File: src/rtl/spmsp_pkg.sv
// Constants and types of the byte-wide serial port (master or slave).
// Assumes a single 250 MHz clock and a byte-wide register port.
// Contract
// - Interrupt request follows done or fault flag when interrupt enable is one.
// - Output enable hands pins to the port; zero leaves them to general I/O.
// - Reset clears output enable, so pins start disconnected.
// - Select low in master role clears output enable and master select.
// - Master select drives the clock out and swaps data pin roles.
// - Clock idle level bit sets the resting clock level in both roles.
// - Capture phase bit picks first or second transition as first capture.
// - Master clock divider by three rate bits: /4 up to /128.
// - In slave role the rate bits do nothing; clock comes from master.
// - Done flag set at byte end; cleared by status then data access.
// - Data writes are ignored while the done flag is set.
// - Data write during a transfer sets the read-only collision flag.
// - Fault flag set by select low in master; status access then control write clears.
// - Only a data write starts a master byte exchange.
// - Received byte is copied to a receive buffer; data reads return it.
// - Data write loads the shift register directly.
// - Upper control bits and status reset to zero.
// - Output enable and master cannot be set while fault flag stands, except by the control write after a status access.
// - Collision raises no interrupt; collided write dropped, transfer continues.

package spmsp_pkg;

	// ************************************************************
	// Register offsets
	// ************************************************************
	localparam logic [7:0] SPMSP_OFS_DATA = 8'h21;
	localparam logic [7:0] SPMSP_OFS_CTRL = 8'h22;
	localparam logic [7:0] SPMSP_OFS_STAT = 8'h23;

	// ************************************************************
	// Field positions and reset values
	// ************************************************************
	localparam int SPMSP_ST_DONE  = 7;
	localparam int SPMSP_ST_WRITE_COLLISION_FLAG  = 6;
	localparam int SPMSP_ST_MODE_FAULT_FLAG  = 4;
	localparam int SPMSP_CR_OE    = 6;
	localparam int SPMSP_CR_MASTER_SELECT  = 4;
	localparam logic [7:0] SPMSP_CTRL_RST = 8'h00;
	localparam logic [7:0] SPMSP_STAT_RST = 8'h00;
	localparam logic [7:0] SPMSP_DATA_RST = 8'h00;

	// ************************************************************
	// Timing counts: half serial clock periods in CPU cycles, and the index of the last clock edge of a byte
	// ************************************************************
	localparam logic [6:0] SPMSP_HALF_DIV4   = 7'h02;
	localparam logic [6:0] SPMSP_HALF_DIV8   = 7'h04;
	localparam logic [6:0] SPMSP_HALF_DIV16  = 7'h08;
	localparam logic [6:0] SPMSP_HALF_DIV32  = 7'h10;
	localparam logic [6:0] SPMSP_HALF_DIV64  = 7'h20;
	localparam logic [6:0] SPMSP_HALF_DIV128 = 7'h40;
	localparam logic [4:0] SPMSP_LAST_EDGE   = 5'h0F;

	// Control register layout
	typedef struct packed {
		logic irq_enable;
		logic port_output_enable;
		logic rate_div_high;
		logic master_select;
		logic clock_idle_level;
		logic clock_capture_phase;
		logic rate_sel_mid;
		logic rate_sel_low;
	} spmsp_ctrl_t;

endpackage

File: src/rtl/spmsp_top.sv
// Byte-wide serial port, master or slave, with its register port.
// Assumes pin inputs are synchronous to CLK_I; pin wires are resolved outside.
//
// Decided for this implementation: strobed register access.
`timescale 1ns/1ns
`default_nettype none

module spmsp_top (
	input  wire logic       CLK_I,
	input  wire logic       RST_N_I,
	input  wire logic [7:0] ADDR_I,
	input  wire logic [7:0] WDATA_I,
	input  wire logic       WR_I,
	input  wire logic       RD_I,
	output logic      [7:0] RDATA_O,
	output logic            IRQ_O,
	input  wire logic       SCK_I,
	output logic            SCK_O,
	output logic            SCK_OE_O,
	input  wire logic       MOSI_I,
	output logic            MOSI_O,
	output logic            MOSI_OE_O,
	input  wire logic       MISO_I,
	output logic            MISO_O,
	output logic            MISO_OE_O,
	input  wire logic       SS_N_I
);

	// ************************************************************
	// Functions
	// ************************************************************

	// Half period of the master clock for a rate code {high, mid, low}
	function automatic logic [6:0] half_period(input logic [2:0] code);
		logic [6:0] h;
		h = spmsp_pkg::SPMSP_HALF_DIV128;
		case (code)
			3'h4: h = spmsp_pkg::SPMSP_HALF_DIV4;
			3'h0: h = spmsp_pkg::SPMSP_HALF_DIV8;
			3'h1: h = spmsp_pkg::SPMSP_HALF_DIV16;
			3'h6: h = spmsp_pkg::SPMSP_HALF_DIV32;
			3'h2: h = spmsp_pkg::SPMSP_HALF_DIV64;
			default: h = spmsp_pkg::SPMSP_HALF_DIV128;
		endcase
		return h;
	endfunction

	// ************************************************************
	// State
	// ************************************************************
	spmsp_pkg::spmsp_ctrl_t ctrl_q;
	logic       done_q;
	logic       write_collision_flag_q;
	logic       mode_fault_flag_q;
	logic       stat_seen_q;
	logic       mode_fault_flag_seen_q;
	logic       busy_q;
	logic [4:0] edge_cnt_q;
	logic [6:0] div_q;
	logic       sck_q;
	logic       sck_prev_q;
	logic       out_q;
	logic [7:0] shift_q;
	logic [7:0] rxbuf_q;
	logic [7:0] rdata_q;
	logic       irq_q;
	logic       sck_oe_q;
	logic       mosi_oe_q;
	logic       miso_oe_q;

	// ************************************************************
	// Decode and events
	// ************************************************************
	logic       wr_data;
	logic       rd_data;
	logic       wr_ctrl;
	logic       acc_stat;
	logic       is_master;
	logic       fault;
	logic       slave_sel;
	logic       xfer_busy;
	logic       data_take;
	logic       collide;
	logic       start;
	logic       tick;
	logic       m_edge;
	logic       s_edge;
	logic       any_edge;
	logic       new_level;
	logic       lead;
	logic       capture;
	logic       launch;
	logic       last;
	logic       din;
	logic [6:0] half;
	logic       allow_set;

	// Register port strobes
	assign wr_data  = WR_I && (ADDR_I == spmsp_pkg::SPMSP_OFS_DATA);
	assign rd_data  = RD_I && (ADDR_I == spmsp_pkg::SPMSP_OFS_DATA);
	assign wr_ctrl  = WR_I && (ADDR_I == spmsp_pkg::SPMSP_OFS_CTRL);
	assign acc_stat = (WR_I || RD_I) && (ADDR_I == spmsp_pkg::SPMSP_OFS_STAT);

	// Role and fault
	assign is_master = ctrl_q.master_select;
	assign fault     = is_master && !SS_N_I;
	assign slave_sel = ctrl_q.port_output_enable && !is_master && !SS_N_I;

	// phase zero slave is frozen while selected
	assign xfer_busy = is_master ? busy_q
		: (slave_sel && (!ctrl_q.clock_capture_phase || edge_cnt_q != 5'h00));

	// writes ignored while done flag set
	assign data_take = wr_data && !done_q && !xfer_busy;
	assign collide   = wr_data && !done_q && xfer_busy;
	assign start     = data_take && is_master && ctrl_q.port_output_enable && !fault;

	assign half = half_period({ctrl_q.rate_div_high, ctrl_q.rate_sel_mid, ctrl_q.rate_sel_low});
	assign tick = (div_q == half - 7'h01);

	// slave edges come from the external clock only
	assign m_edge    = busy_q && is_master && tick;
	assign s_edge    = slave_sel && (SCK_I != sck_prev_q);
	assign any_edge  = m_edge || s_edge;
	assign new_level = is_master ? !sck_q : SCK_I;
	// capture on first or second transition
	assign lead      = (new_level != ctrl_q.clock_idle_level);
	assign capture   = any_edge && (lead != ctrl_q.clock_capture_phase);
	assign launch    = any_edge && (lead == ctrl_q.clock_capture_phase);
	assign last      = any_edge && (edge_cnt_q == spmsp_pkg::SPMSP_LAST_EDGE);
	// data pin roles swap with master select
	assign din       = is_master ? MISO_I : MOSI_I;

	// set of enable bits refused while fault flag stands, outside clearing sequence
	assign allow_set = !mode_fault_flag_q || mode_fault_flag_seen_q;

	// ************************************************************
	// Control register
	// ************************************************************
	always_ff @(posedge CLK_I or negedge RST_N_I)
	begin
		if (!RST_N_I)
			ctrl_q <= spmsp_pkg::SPMSP_CTRL_RST;
		else begin
			if (wr_ctrl)
			begin
				ctrl_q <= WDATA_I;
				ctrl_q.port_output_enable <= WDATA_I[spmsp_pkg::SPMSP_CR_OE]
					&& (allow_set || ctrl_q.port_output_enable);
				ctrl_q.master_select <= WDATA_I[spmsp_pkg::SPMSP_CR_MASTER_SELECT]
					&& (allow_set || ctrl_q.master_select);
			end
			if (fault)
			begin
				ctrl_q.port_output_enable <= 1'b0;
				ctrl_q.master_select      <= 1'b0;
			end
		end
	end

	// ************************************************************
	// Status flags
	// ************************************************************

	// Arms the done and collision clearing sequence
	always_ff @(posedge CLK_I or negedge RST_N_I)
	begin
		if (!RST_N_I)
			stat_seen_q <= 1'b0;
		else if (acc_stat)
			stat_seen_q <= 1'b1;
		else if (wr_data || rd_data)
			stat_seen_q <= 1'b0;
	end

	// done flag, set wins over clear
	always_ff @(posedge CLK_I or negedge RST_N_I)
	begin
		if (!RST_N_I)
			done_q <= 1'b0;
		else if (last)
			done_q <= 1'b1;
		else if (stat_seen_q && (wr_data || rd_data))
			done_q <= 1'b0;
	end

	always_ff @(posedge CLK_I or negedge RST_N_I)
	begin
		if (!RST_N_I)
			write_collision_flag_q <= 1'b0;
		else if (collide)
			write_collision_flag_q <= 1'b1;
		else if (stat_seen_q && (wr_data || rd_data))
			write_collision_flag_q <= 1'b0;
	end

	// fault flag and its clearing sequence
	always_ff @(posedge CLK_I or negedge RST_N_I)
	begin
		if (!RST_N_I)
		begin
			mode_fault_flag_q      <= 1'b0;
			mode_fault_flag_seen_q <= 1'b0;
		end
		else begin
			if (fault)
				mode_fault_flag_q <= 1'b1;
			else if (mode_fault_flag_seen_q && wr_ctrl)
				mode_fault_flag_q <= 1'b0;
			if (wr_ctrl)
				mode_fault_flag_seen_q <= 1'b0;
			else if (acc_stat && mode_fault_flag_q)
				mode_fault_flag_seen_q <= 1'b1;
		end
	end

	// ************************************************************
	// Master clock generation
	// ************************************************************
	always_ff @(posedge CLK_I or negedge RST_N_I)
	begin
		if (!RST_N_I)
		begin
			busy_q <= 1'b0;
			div_q  <= 7'h00;
			sck_q  <= 1'b0;
		end
		else begin
			if (start)
				busy_q <= 1'b1;
			else if (fault || (is_master && last) || !is_master)
				busy_q <= 1'b0;
			if (!busy_q || tick)
				div_q <= 7'h00;
			else
				div_q <= div_q + 7'h01;
			if (!busy_q)
				sck_q <= ctrl_q.clock_idle_level;
			else if (m_edge)
				sck_q <= !sck_q;
		end
	end

	// ************************************************************
	// Bit engine
	// ************************************************************

	// Edge counter and external clock history
	always_ff @(posedge CLK_I or negedge RST_N_I)
	begin
		if (!RST_N_I)
		begin
			edge_cnt_q <= 5'h00;
			sck_prev_q <= 1'b0;
		end
		else begin
			sck_prev_q <= slave_sel ? SCK_I : ctrl_q.clock_idle_level;
			if (start || last || (!is_master && !slave_sel))
				edge_cnt_q <= 5'h00;
			else if (any_edge)
				edge_cnt_q <= edge_cnt_q + 5'h01;
		end
	end

	// Shift register, output bit and receive buffer
	always_ff @(posedge CLK_I or negedge RST_N_I)
	begin
		if (!RST_N_I)
		begin
			shift_q <= spmsp_pkg::SPMSP_DATA_RST;
			rxbuf_q <= spmsp_pkg::SPMSP_DATA_RST;
			out_q   <= 1'b0;
		end
		else begin
			if (data_take)
				shift_q <= WDATA_I;
			else if (capture)
				shift_q <= {shift_q[6:0], din};
			if (data_take)
				out_q <= WDATA_I[7];
			else if (launch)
				out_q <= shift_q[7];
			else if (!ctrl_q.clock_capture_phase && edge_cnt_q == 5'h00 && !busy_q)
				out_q <= shift_q[7];
			// copy received byte at the end
			if (last)
				rxbuf_q <= capture ? {shift_q[6:0], din} : shift_q;
		end
	end

	// ************************************************************
	// Register read and outputs
	// ************************************************************
	always_ff @(posedge CLK_I or negedge RST_N_I)
	begin
		if (!RST_N_I)
			rdata_q <= 8'h00;
		else if (RD_I)
		begin
			if (ADDR_I == spmsp_pkg::SPMSP_OFS_DATA)
				rdata_q <= rxbuf_q;
			else if (ADDR_I == spmsp_pkg::SPMSP_OFS_CTRL)
				rdata_q <= ctrl_q;
			else if (ADDR_I == spmsp_pkg::SPMSP_OFS_STAT)
				rdata_q <= {done_q, write_collision_flag_q, 1'b0, mode_fault_flag_q, 4'h0};
			else
				rdata_q <= 8'h00;
		end
		else
			rdata_q <= 8'h00;
	end

	// Interrupt and pin ownership
	always_ff @(posedge CLK_I or negedge RST_N_I)
	begin
		if (!RST_N_I)
		begin
			irq_q     <= 1'b0;
			sck_oe_q  <= 1'b0;
			mosi_oe_q <= 1'b0;
			miso_oe_q <= 1'b0;
		end
		else begin
			// only done and fault raise a request
			irq_q     <= ctrl_q.irq_enable && (done_q || mode_fault_flag_q);
			sck_oe_q  <= ctrl_q.port_output_enable && is_master && !fault;
			mosi_oe_q <= ctrl_q.port_output_enable && is_master && !fault;
			miso_oe_q <= slave_sel;
		end
	end

	assign RDATA_O   = rdata_q;
	assign IRQ_O     = irq_q;
	assign SCK_O     = sck_q;
	assign SCK_OE_O  = sck_oe_q;
	assign MOSI_O    = out_q;
	assign MOSI_OE_O = mosi_oe_q;
	assign MISO_O    = out_q;
	assign MISO_OE_O = miso_oe_q;

endmodule

`default_nettype wire

File: config.mk
export PLATFORM = sky130hd
export DESIGN_NAME = spmsp_top
export DESIGN_NICKNAME = d
export VERILOG_FILES = /design/src/rtl/spmsp_pkg.sv /design/src/rtl/spmsp_top.sv
export SDC_FILE = /design/constraint.sdc
export NUM_CORES = 1
export LEC_CHECK = 0
export BUFFER_PORTS_ARGS = -buffer_cell sky130_fd_sc_hd__buf_2
export CAP_MARGIN = 0
export CORE_ASPECT_RATIO = 0.7
export CORE_MARGIN = 10
export CORE_UTILIZATION = 31
export CTS_CLUSTER_SIZE = 12
export DETAILED_ROUTE_END_ITERATION = 10
export PLACE_DENSITY_LB_ADDON = 0.12
export RECOVER_POWER = 25
export SETUP_SLACK_MARGIN = 0.02
export SLEW_MARGIN = 25
export SYNTH_ARGS = -nofsm -noshare
export SYNTH_HDL_FRONTEND = slang
export SYNTH_SLANG_ARGS = --single-unit
File: constraint.sdc
create_clock -name CLK_I -period 2.2 [get_ports CLK_I]
set_clock_uncertainty 0.2 [all_clocks]
set_input_delay 0.55 -clock CLK_I [delete_from_list [all_inputs] [get_ports CLK_I]]
set_output_delay 0.55 -clock CLK_I [all_outputs]
set_load 0.1 [all_outputs]
=== After elaboration in Yosys (flattened, before gate mapping) ===
Cells that the tools add are included.

* Bits in registers: 56
* Input port bits: 24
* Output and inout port bits: 15
* Word-level logic and storage cells: 142

* Add/subtract/negate cells: 3
* Equal/unequal tests: 14
* Multiplexer cells: 33
* Reductions and logical operators: 67

{| class="wikitable"
|+ Operators with widths
! cell !! count
|-
| 8-bit 2-to-1 mux || 6
|-
| 7-bit case mux with 5 select lines || 1
|-
| 1-bit logical AND || 32
|-
| 8-bit by 6-bit equality test with 1-bit output, second input constant || 3
|-
| 1-bit 2-to-1 mux || 22
|-
| 2-bit nonzero test || 8
|-
| 7-bit 2-to-1 mux || 2
|-
| 1-bit logical OR || 13
|-
| 1-bit logical NOT || 10
|-
| 5-bit 2-to-1 mux || 2
|-
| 7-bit by 1-bit adder with 7-bit output, second input constant || 1
|-
| 7-bit equality test || 1
|-
| 7-bit by 1-bit subtractor with 7-bit output, second input constant || 1
|-
| 3-bit equality test, second input constant || 2
|-
| 5-bit by 1-bit adder with 5-bit output, second input constant || 1
|-
| 5-bit by 4-bit equality test with 1-bit output, second input constant || 1
|-
| 5-bit logical NOT || 1
|-
| 5-bit nonzero test || 1
|-
| 3-bit by 1-bit equality test with 1-bit output, second input constant || 1
|-
| 3-bit by 2-bit equality test with 1-bit output, second input constant || 1
|-
| 3-bit logical NOT || 1
|-
| 1-bit != test || 3
|-
| 3-bit nonzero test || 1
|-
| 2-bit by 1-bit != test with 1-bit output, second input constant || 1
|-
| 1-bit equality test || 1
|}

=== Longest topological paths before layout ===
Gate-level depths: netlist of the first run.

* Word-level depth: 13
* Depth in mapped cells: 8

=== Least setup slack after synthesis of the first run ===
No wires, ideal clock.

* Path type: register to register
* From: reg sck_q (netlist: SCK_O)
* To: reg shift_q[0]
* Arrival time: 2.472 ns
* Path slack: -0.597 ns
* Stages on the path, launching flop included: 8
* Buffers on the path: 1
* Period minus slack after synthesis: 2.797 ns
* Cells stage by stage: dfrtp_1 -> nand2_1 -> a21oi_1 -> nor2b_1 -> clkbuf_8 -> a41oi_4 -> mux2_4 -> mux2_2

* Word-level cells in the longest chain between the ends: 7

{| class="wikitable"
|+ Ends and longest elaborated chain
! item !! RTL line !! text
|-
| from (decl) || spmsp_top.sv:60 || <nowiki>logic sck_q;</nowiki>
|-
| from (signal assigned) || spmsp_top.sv:238 || <nowiki>sck_q <= ctrl_q.clock_idle_level;</nowiki>
|-
| from (signal assigned) || spmsp_top.sv:240 || <nowiki>sck_q <= !sck_q;</nowiki>
|-
| 1-bit logical NOT || spmsp_top.sv:125 || <nowiki>assign new_level = is_master ? !sck_q : SCK_I;</nowiki>
|-
| 1-bit 2-to-1 mux || spmsp_top.sv:125 ||
|-
| 1-bit != test || spmsp_top.sv:127 || <nowiki>assign lead = (new_level != ctrl_q.clock_idle_level);</nowiki>
|-
| 1-bit != test || spmsp_top.sv:128 || <nowiki>assign capture = any_edge && (lead != ctrl_q.clock_capture_phase);</nowiki>
|-
| 1-bit logical AND || spmsp_top.sv:128 ||
|-
| 8-bit 2-to-1 mux (2 in a row) || n/a ||
|-
| to (signal assigned) || spmsp_top.sv:270 || <nowiki>shift_q <= spmsp_pkg::SPMSP_DATA_RST;</nowiki>
|-
| to (signal assigned) || spmsp_top.sv:278 || <nowiki>shift_q <= {shift_q[6:0], din};</nowiki>
|-
| to (decl) || spmsp_top.sv:63 || <nowiki>logic [7:0] shift_q;</nowiki>
|}

No other way between the ends.
A chain may end at the register's enable or synchronous reset.

=== Worst setup path after layout of the first run ===
* From: reg ctrl_q[0] (netlist bit)
* To: reg shift_q[0]

* Word-level cells in the longest chain between the ends: 9
* Elaborated cells between the ends (all ways): 13
* Those cells by class: 1 x add/sub; 5 x eq/ne; 3 x mux; 4 x reduce/logical

{| class="wikitable"
|+ Ends and longest elaborated chain
! item !! RTL line !! text
|-
| from (decl) || spmsp_top.sv:51 || <nowiki>spmsp_pkg::spmsp_ctrl_t ctrl_q;</nowiki>
|-
| from (signal assigned) || spmsp_top.sv:143 || <nowiki>ctrl_q <= spmsp_pkg::SPMSP_CTRL_RST;</nowiki>
|-
| 3-bit by 2-bit equality test with 1-bit output, or another cell as far along || spmsp_top.sv:37 || <nowiki>case (code)</nowiki>
|-
| 7-bit case mux with 5 select lines * || spmsp_top.sv:37 ||
|-
| 7-bit by 1-bit subtractor with 7-bit output * || spmsp_top.sv:119 || <nowiki>assign tick = (div_q == half - 7'h01);</nowiki>
|-
| 7-bit equality test * || spmsp_top.sv:119 ||
|-
| 1-bit logical AND * || spmsp_top.sv:122 || <nowiki>assign m_edge = busy_q && is_master && tick;</nowiki>
|-
| 1-bit logical OR * || spmsp_top.sv:124 || <nowiki>assign any_edge = m_edge || s_edge;</nowiki>
|-
| 1-bit logical AND * || spmsp_top.sv:128 ||
|-
| 8-bit 2-to-1 mux * (2 in a row) || n/a ||
|}

Mark *: on every way between the ends. The rest lies on a longest branch, timed or not.

==> results of run 1 <==
==> cells in the final DEF (no fill, tap or decap), types with 7 or more instances in the layout <==
master / count
a21oi_1: 12
dfrtp_1: 52
nand2_1: 36
nor2_1: 26
mux2i_1: 9
nor2b_1: 9
o21ai_0: 7
buf_4: 41
buf_2: 37
mux2_2: 14
a22oi_1: 9
a41oi_1: 7
==> critical path: cells and delay by family (launching register included) <==
family          cells  cell delay (ns)
flops               1             0.47
simple gates        1             0.28
mux                 2             0.58
compound gates      3             0.55
==> through the flow <==
step           power [mW]   TNS, ns  setup WS, ns  instance area [sq um]  hold slack (ns)
4_1_cts             2.279  -0.04684      -0.02598                   3702         0.003627
5_1_grt             2.352   -0.6783       -0.1132                   3807           0.2817
3_5_place_dp        1.358    -2.070       -0.1741                   3490           0.2762
6_report            2.261         0     0.0005467                   3807           0.1961
3_3_place_gp        1.356    -1.711       -0.1595                   3490           0.2752
2_1_floorplan       1.245   -0.3868       -0.1935                   2952          0.05441
==> report_power, final <==
part	leakage [nW]	internal, mW	total (mW)	switching (mW)
clock network	0.0798	0.536	0.918	0.382
logic	0.928	0.106	0.257	0.151
registers	0.771	1.06	1.09	0.0286
==> cells by family (layout without fill, tap and decap cells) <==
family / after synthesis / in the layout
compound gates: 58 / 58
xor+xnor: 10 / 10
buf+inv: 20 / 96
mux: 24 / 24
flops: 56 / 56
fa+ha+maj: 4 / 4
simple gates: 109 / 109
==> cell type report <==
type | count | area [sq um] | share of cell area, %
clock buffer | 5 | 125.1 | 3.286
inverter | 4 | 15.01 | 0.3943
tap | 124 | 155.1 | 4.075
timing repair buffer | 84 | 558.0 | 14.66
clock inverter | 3 | 42.54 | 1.117
sequential | 56 | 1409 | 37.00
multi-input combinational | 205 | 1503 | 39.47
==> layer usage <==
| layer | global-route usage [%] | part of all wire (%) | up-vias |
|---|---|---|---|
| met5 | 0 | 0 | - |
| met4 | 2.640 | 0.68 | 0 |
| met3 | 2.839 | 4.6 | 8 |
| met2 | 17.15 | 41 | 42 |
| met1 | 17.39 | 54 | 1078 |
| li1 | - | - | 1145 |
==> state kept, by name, indices dropped and copies added, names as in the netlist, 5 cells and up <==
| signal | flops |
|---|---|
| RDATA_O | 8 |
| rxbuf_q | 8 |
| shift_q | 8 |
| ctrl_q | 7 |
| div_q | 7 |
| edge_cnt_q | 5 |
==> timing repair <==
item / in CTS / in global routing
buffers inserted: 2 / 6
endpoints found under the hold margin: 0 / 0
gates resized for setup: 7 / 17
pin swaps: 2 / 9
cloned: 0 / 0
endpoints found under the setup margin: 17 / 26
==> final timing paths <==
path / end / slack, ns / cells after the start
setup / recovery: shift_q[0]$_DFF_PN0_ / 0.0005 / 6
hold / removal: div_q[3]$_DFF_PN0_ / 0.20 / 1
setup reg to reg: shift_q[0]$_DFF_PN0_ / 0.0005 / 6
hold reg to reg: write_collision_flag_q$_DFFE_PN0P_ / 0.29 / 2
max in group asynchronous: shift_q[6]$_DFF_PN0_ / 0.39 / 2
min in group CLK_I: shift_q[1]$_DFF_PN0_ / 0.29 / 3
==> results.cfg, run 1 <==
[final_layout]
fill_cells = 898
stdcell_count = 481
area_growth_pct = 31.67
n_antenna_cell = 0
nets = 384
drive_gt1_share_pct = 38.94
post-route-util_pct = 41.97

[yosys]
synth_edf_count = 0
syn_area_sq_mm = 0.002892
synth.area.mux_share_pct = 9.087
synth_fa_ha_area_share_pct = 1.731
ys_warn_count = 0
ys_seq_elements = 56
yosysSeqAreaShare_pct = 48.46
synth-simple-area-share_pct = 19.47
syn_nets = 309
synth_area_leader_cell = dfrtp_1
synthMostInstantiatedCell = dfrtp_1
ys_types = 50
yosys.area.top_type_share_pct = 48.46
synth_compound_area_share_pct = 14.37
synth_commonest_cells = dfrtp_1 (56), nand2_1 (40), nor2_1 (26)
synthArstFlopShare_pct = 100.0
synth_top_family_by_area = simple AND/OR/NAND/NOR gates
synth_xor_area_share_pct = 3.029
synthFlopType = dfrtp_1
synth.area.top_cells = dfrtp_1 (48%), mux2_2 (5.5%), nand2_1 (5.2%)
synthCells = 281
avgSynthCellArea_sq_um = 10.29

[grt]
grt_overflow = 0
grt_pass1_wl_um = 12900
track_usage_pct = 11.89
grt_max_degree = 41
grt_pass1_vias = 2434
antenna_found_initial = 0

[pwr]
power_leakage_nw = 1.779
power.density_mw_per_mm2 = 593.8
peakVddDrop_uv = 303.2

[floorplan]
rows = 29
start_util_pct = 31.88
dieArea_sq_mm = 0.01365
pin_count = 39
die_h_um = 100.8
die_w_um = 135.4
coreArea_sq_mm = 0.009071

[worst_setup_path]
crit_chain = nor4b_2, a31oi_1, o211ai_2, a41oi_4, mux2_4, mux2_2
end_kind = register
slowest_delay_ns = 0.47
startpoint = ctrl_q[0]$_DFFE_PN0P_
critical_path_class = register to register
rr_startpoint = ctrl_q[0]$_DFFE_PN0P_
crit_arrival_ns = 2.18
crit_path_start_kind = register
cp_slowest_cell = dfrtp_2
cp.required_ns = 2.18
crit_path_max_fanout = 7

[route]
vias = 2273
drt_iter0_markers = 186
ant_nets = 0
via_per_inst = 4.726
drc_errors = 0
wl_per_cell_um = 16.26
wl_um = 7821
dr.pass1.iters = 5

[run_status]
status = complete, no violations

[sta]
slew_headroom_pct = 33.88
finalMaxSlewViolations = 0
finalSetupViolations = 0
period_share_pct = 99.98
hold_violations = 0
fin_crit_ns = 2.199
tightest_slew_ns = 0.9918
rsz0062_at_grt = true
fmax_mhz = 454.7

[run]
cap_violations = 0

[min_path]
hp-class = primary input to async pin

[placement]
dp_cells = 465
gp_congestion = 0.7789
portBuffers = 38
dp_hpwl_um = 5953

[clock_network]
clock-root-buffer = clkbuf_16
htreeDepth = 2
cts_tree = done
clk_latency_ns = 0.29
clk_pin_slew_ns = 0.08
cts.sinks = 56
hold_buffers = 0
cts-buffers-inserted = 5
cts_buffer_depth = 2
Power figures use the tool's default switching activity.
==> run 2: changes to the inputs <==
--- a/config.mk
+++ b/config.mk
@@ -5,13 +5,14 @@
 export SDC_FILE = /design/constraint.sdc
 export NUM_CORES = 1
 export LEC_CHECK = 0
-export BUFFER_PORTS_ARGS = -buffer_cell sky130_fd_sc_hd__buf_2
+export ABC_AREA = 1
 export CAP_MARGIN = 0
 export CORE_ASPECT_RATIO = 0.7
 export CORE_MARGIN = 10
 export CORE_UTILIZATION = 31
 export CTS_CLUSTER_SIZE = 12
 export DETAILED_ROUTE_END_ITERATION = 10
+export DONT_BUFFER_PORTS = 1
 export PLACE_DENSITY_LB_ADDON = 0.12
 export RECOVER_POWER = 25
 export SETUP_SLACK_MARGIN = 0.02
==> constraint.sdc (replaced) <==
create_clock -name CLK_I -period 2.2 [get_ports CLK_I]
set_clock_uncertainty 0.2 [all_clocks]
set_input_delay 0.55 -clock CLK_I [delete_from_list [all_inputs] [get_ports CLK_I]]
set_output_delay 0.55 -clock CLK_I [all_outputs]
set_load 0.05 [all_outputs]
==> results.cfg, run 2 <==
[grt]
antenna_found_initial = 0
grt_pass1_wl_um = 12360
grt_max_degree = 57
grt_overflow = 0
track_usage_pct = 11.45
grt_pass1_vias = 2217

[floorplan]
start_util_pct = 31.77
dieArea_sq_mm = 0.01357
die_w_um = 135.0
coreArea_sq_mm = 0.009035
pin_count = 39
rows = 29
die_h_um = 100.5

[route]
top_layer = met3
ant_nets = 0
vias = 2261
drt_iter0_markers = 172
wl_per_cell_um = 15.17
dr.pass1.iters = 4
via_per_inst = 4.605
m1WireLength_um = 3834
wl_um = 7447
dr_wl_met3_um = 501
routed-wl-met2_um = 3111
drc_errors = 0

[pwr]
p_sw_mw = 0.5439
clkPwrFrac_pct = 40.3
combPwrFrac_pct = 7.5
intPower_mw = 1.525
sequentialPowerShare_pct = 52.2
p_sw_share_pct = 26.29
peakVddDrop_uv = 311.9
power.density_mw_per_mm2 = 636.7
power_leakage_nw = 1.594

[clock_network]
cts_tree = done
clk_pin_slew_ns = 0.08
cts_buffer_depth = 2
cts.sinks = 56
cts-buffers-inserted = 5
htreeDepth = 2
clk_latency_ns = 0.30
clock-root-buffer = clkbuf_16

[sta]
period_share_pct = 92.96
fmax_mhz = 489.0
rsz0062_at_grt = false
finalSetupViolations = 0
tightest_slew_ns = 0.7797
slew_headroom_pct = 48.02
finalMaxSlewViolations = 0
finalWorstSetupSlack_ns = 0.1548
hold_violations = 0
whs_ns = 0.1539
fin_crit_ns = 2.045

[yosys]
synthArstFlopShare_pct = 100.0
syn_area_sq_mm = 0.002870
ys_types = 34
synth.area.top_cells = dfrtp_1 (49%), nand2_1 (14%), inv_1 (6.1%)
ys_warn_count = 0
synth_commonest_cells = nand2_1 (110), dfrtp_1 (56), inv_1 (47)
synthCells = 350
synthMostInstantiatedCell = nand2_1
yosys.area.top_type_share_pct = 48.82
syn_nets = 378
yosysSeqAreaShare_pct = 48.82
avgSynthCellArea_sq_um = 8.201
synth_edf_count = 0
synth_area_leader_cell = dfrtp_1
ys_seq_elements = 56
synthFlopType = dfrtp_1

[final_layout]
n_antenna_cell = 0
drive_gt1_share_pct = 13.62
fill_cells = 956
final_common_cell = nand2_1
area_growth_pct = 13.21
post-route-util_pct = 35.96
layout_common_cells = nand2_1 (109), dfrtp_1 (54), inv_1 (46)
nets = 394

[placement]
gp_congestion = 0.7835
portBuffers = 0
dp_hpwl_um = 5569
place_ws_ns = -0.01737

[worst_setup_path]
cp.required_ns = 2.24
crit_path_max_fanout = 11
cp_slowest_cell = dfrtp_1
crit_path_start_kind = register
crit_arrival_ns = 2.09
crit_chain = inv_1, nand2_1, nand2_1, nand2_1, nand2_1, nand2_1, nor2_2, nand3_2, nand2_4, nand2_4, inv_2, nand3_1, nand2_1
cpMostUsedCell = nand2_1
end_kind = register
slowest_delay_ns = 0.47
critical_path_class = register to register

[min_path]
hp-class = primary input to register

[run_status]
status = complete, no violations

[run]
cap_violations = 0
## run 2: changes by cell type after synthesis, sizes merged, moves of 5 or more
cell    before  now
nor2        26   21
a41oi        8    0
nand4        3    8
nor2b        9    0
clkbuf      10    1
mux2i        9    1
nand3        5   42
nand2       40  113
inv          4   50
a22oi        9    0
mux2        15    0
xnor2        5    0
## run 2: worst paths after layout
check                                        start                       to  slack, ns  cells after the start
hold reg to reg            stat_seen_q$_DFFE_PN0P_  stat_seen_q$_DFFE_PN0P_       0.28                      1
setup reg to reg             ctrl_q[5]$_DFFE_PN0P_   rxbuf_q[0]$_DFFE_PN0P_       0.15                     13
hold / removal                                RD_I     RDATA_O[6]$_DFF_PN0_       0.15                      2
min in group asynchronous                  RST_N_I     RDATA_O[0]$_DFF_PN0_       0.71                      2
max in group asynchronous                  RST_N_I    ctrl_q[0]$_DFFE_PN0P_       0.53                      2
setup / recovery             ctrl_q[5]$_DFFE_PN0P_   rxbuf_q[0]$_DFFE_PN0P_       0.15                     13
## run 2: critical path, delay by kind of cell, from the launching register on
family                 cells  cell delay, ns
flip-flops                 1            0.47
AND/OR/NAND/NOR           11            1.03
buffers and inverters      2            0.29
## run 2: what timing repair did
item / 4_1_cts / 5_1_grt
hold buffers: 2 / 0
pin swaps: 0 / 1
endpoints found under the hold margin: 56 / 0
endpoints found under the setup margin: 8 / 20
gates resized for setup: 1 / 6
setup buffers: 0 / 3
## run 2: stage by stage
| step | instances | setup TNS, ns | total power [mW] | instance area (sq um) |
|---|---|---|---|---|
| 2_1_floorplan | 350 | 0 | 1.193 | 2870 |
| 3_3_place_gp | 478 | 0 | 1.228 | 3050 |
| 6_report | 491 | 0 | 2.069 | 3249 |
| 5_1_grt | 491 | 0 | 2.166 | 3249 |
| 4_1_cts | 488 | 0 | 2.107 | 3239 |
| 3_5_place_dp | 478 | -0.02168 | 1.230 | 3050 |
## run 2: final cells by class
cell class              count  area [sq um]  share of cell area, %
flip-flops and latches     56          1404                  43.20
multi-input cells         237          1237                  38.08
inverters                  50         187.7                  5.776
well taps                 124         155.1                  4.775
clock buffers               5         125.1                  3.851
repair buffers             16         118.9                  3.658
clock inverters             3         21.27                 0.6546
## run 2: metal layers
layer	up-vias	track usage, %
met5	-	0
met4	0	1.980
met3	0	4.233
met2	44	15.39
met1	1071	16.98
li1	1146	-
## run 2: logic make-up after synthesis
logic type	count (synthesis)	synth area share, %
simple gates	190	31.13
xor+xnor	8	2.441
compound gates	34	6.975
fa+ha+maj	4	1.744
flops	56	48.82
buf+inv	57	8.543
mux	1	0.3487
## run 2: power groups by stage
stage          sequential, mW  combinational, mW  clock, mW
6_report                 1.08              0.155      0.833
3_3_place_gp             1.10              0.129          0
3_5_place_dp             1.10              0.130          0
2_1_floorplan            1.10             0.0910          0
4_1_cts                  1.08              0.161      0.867
5_1_grt                  1.08              0.179      0.902
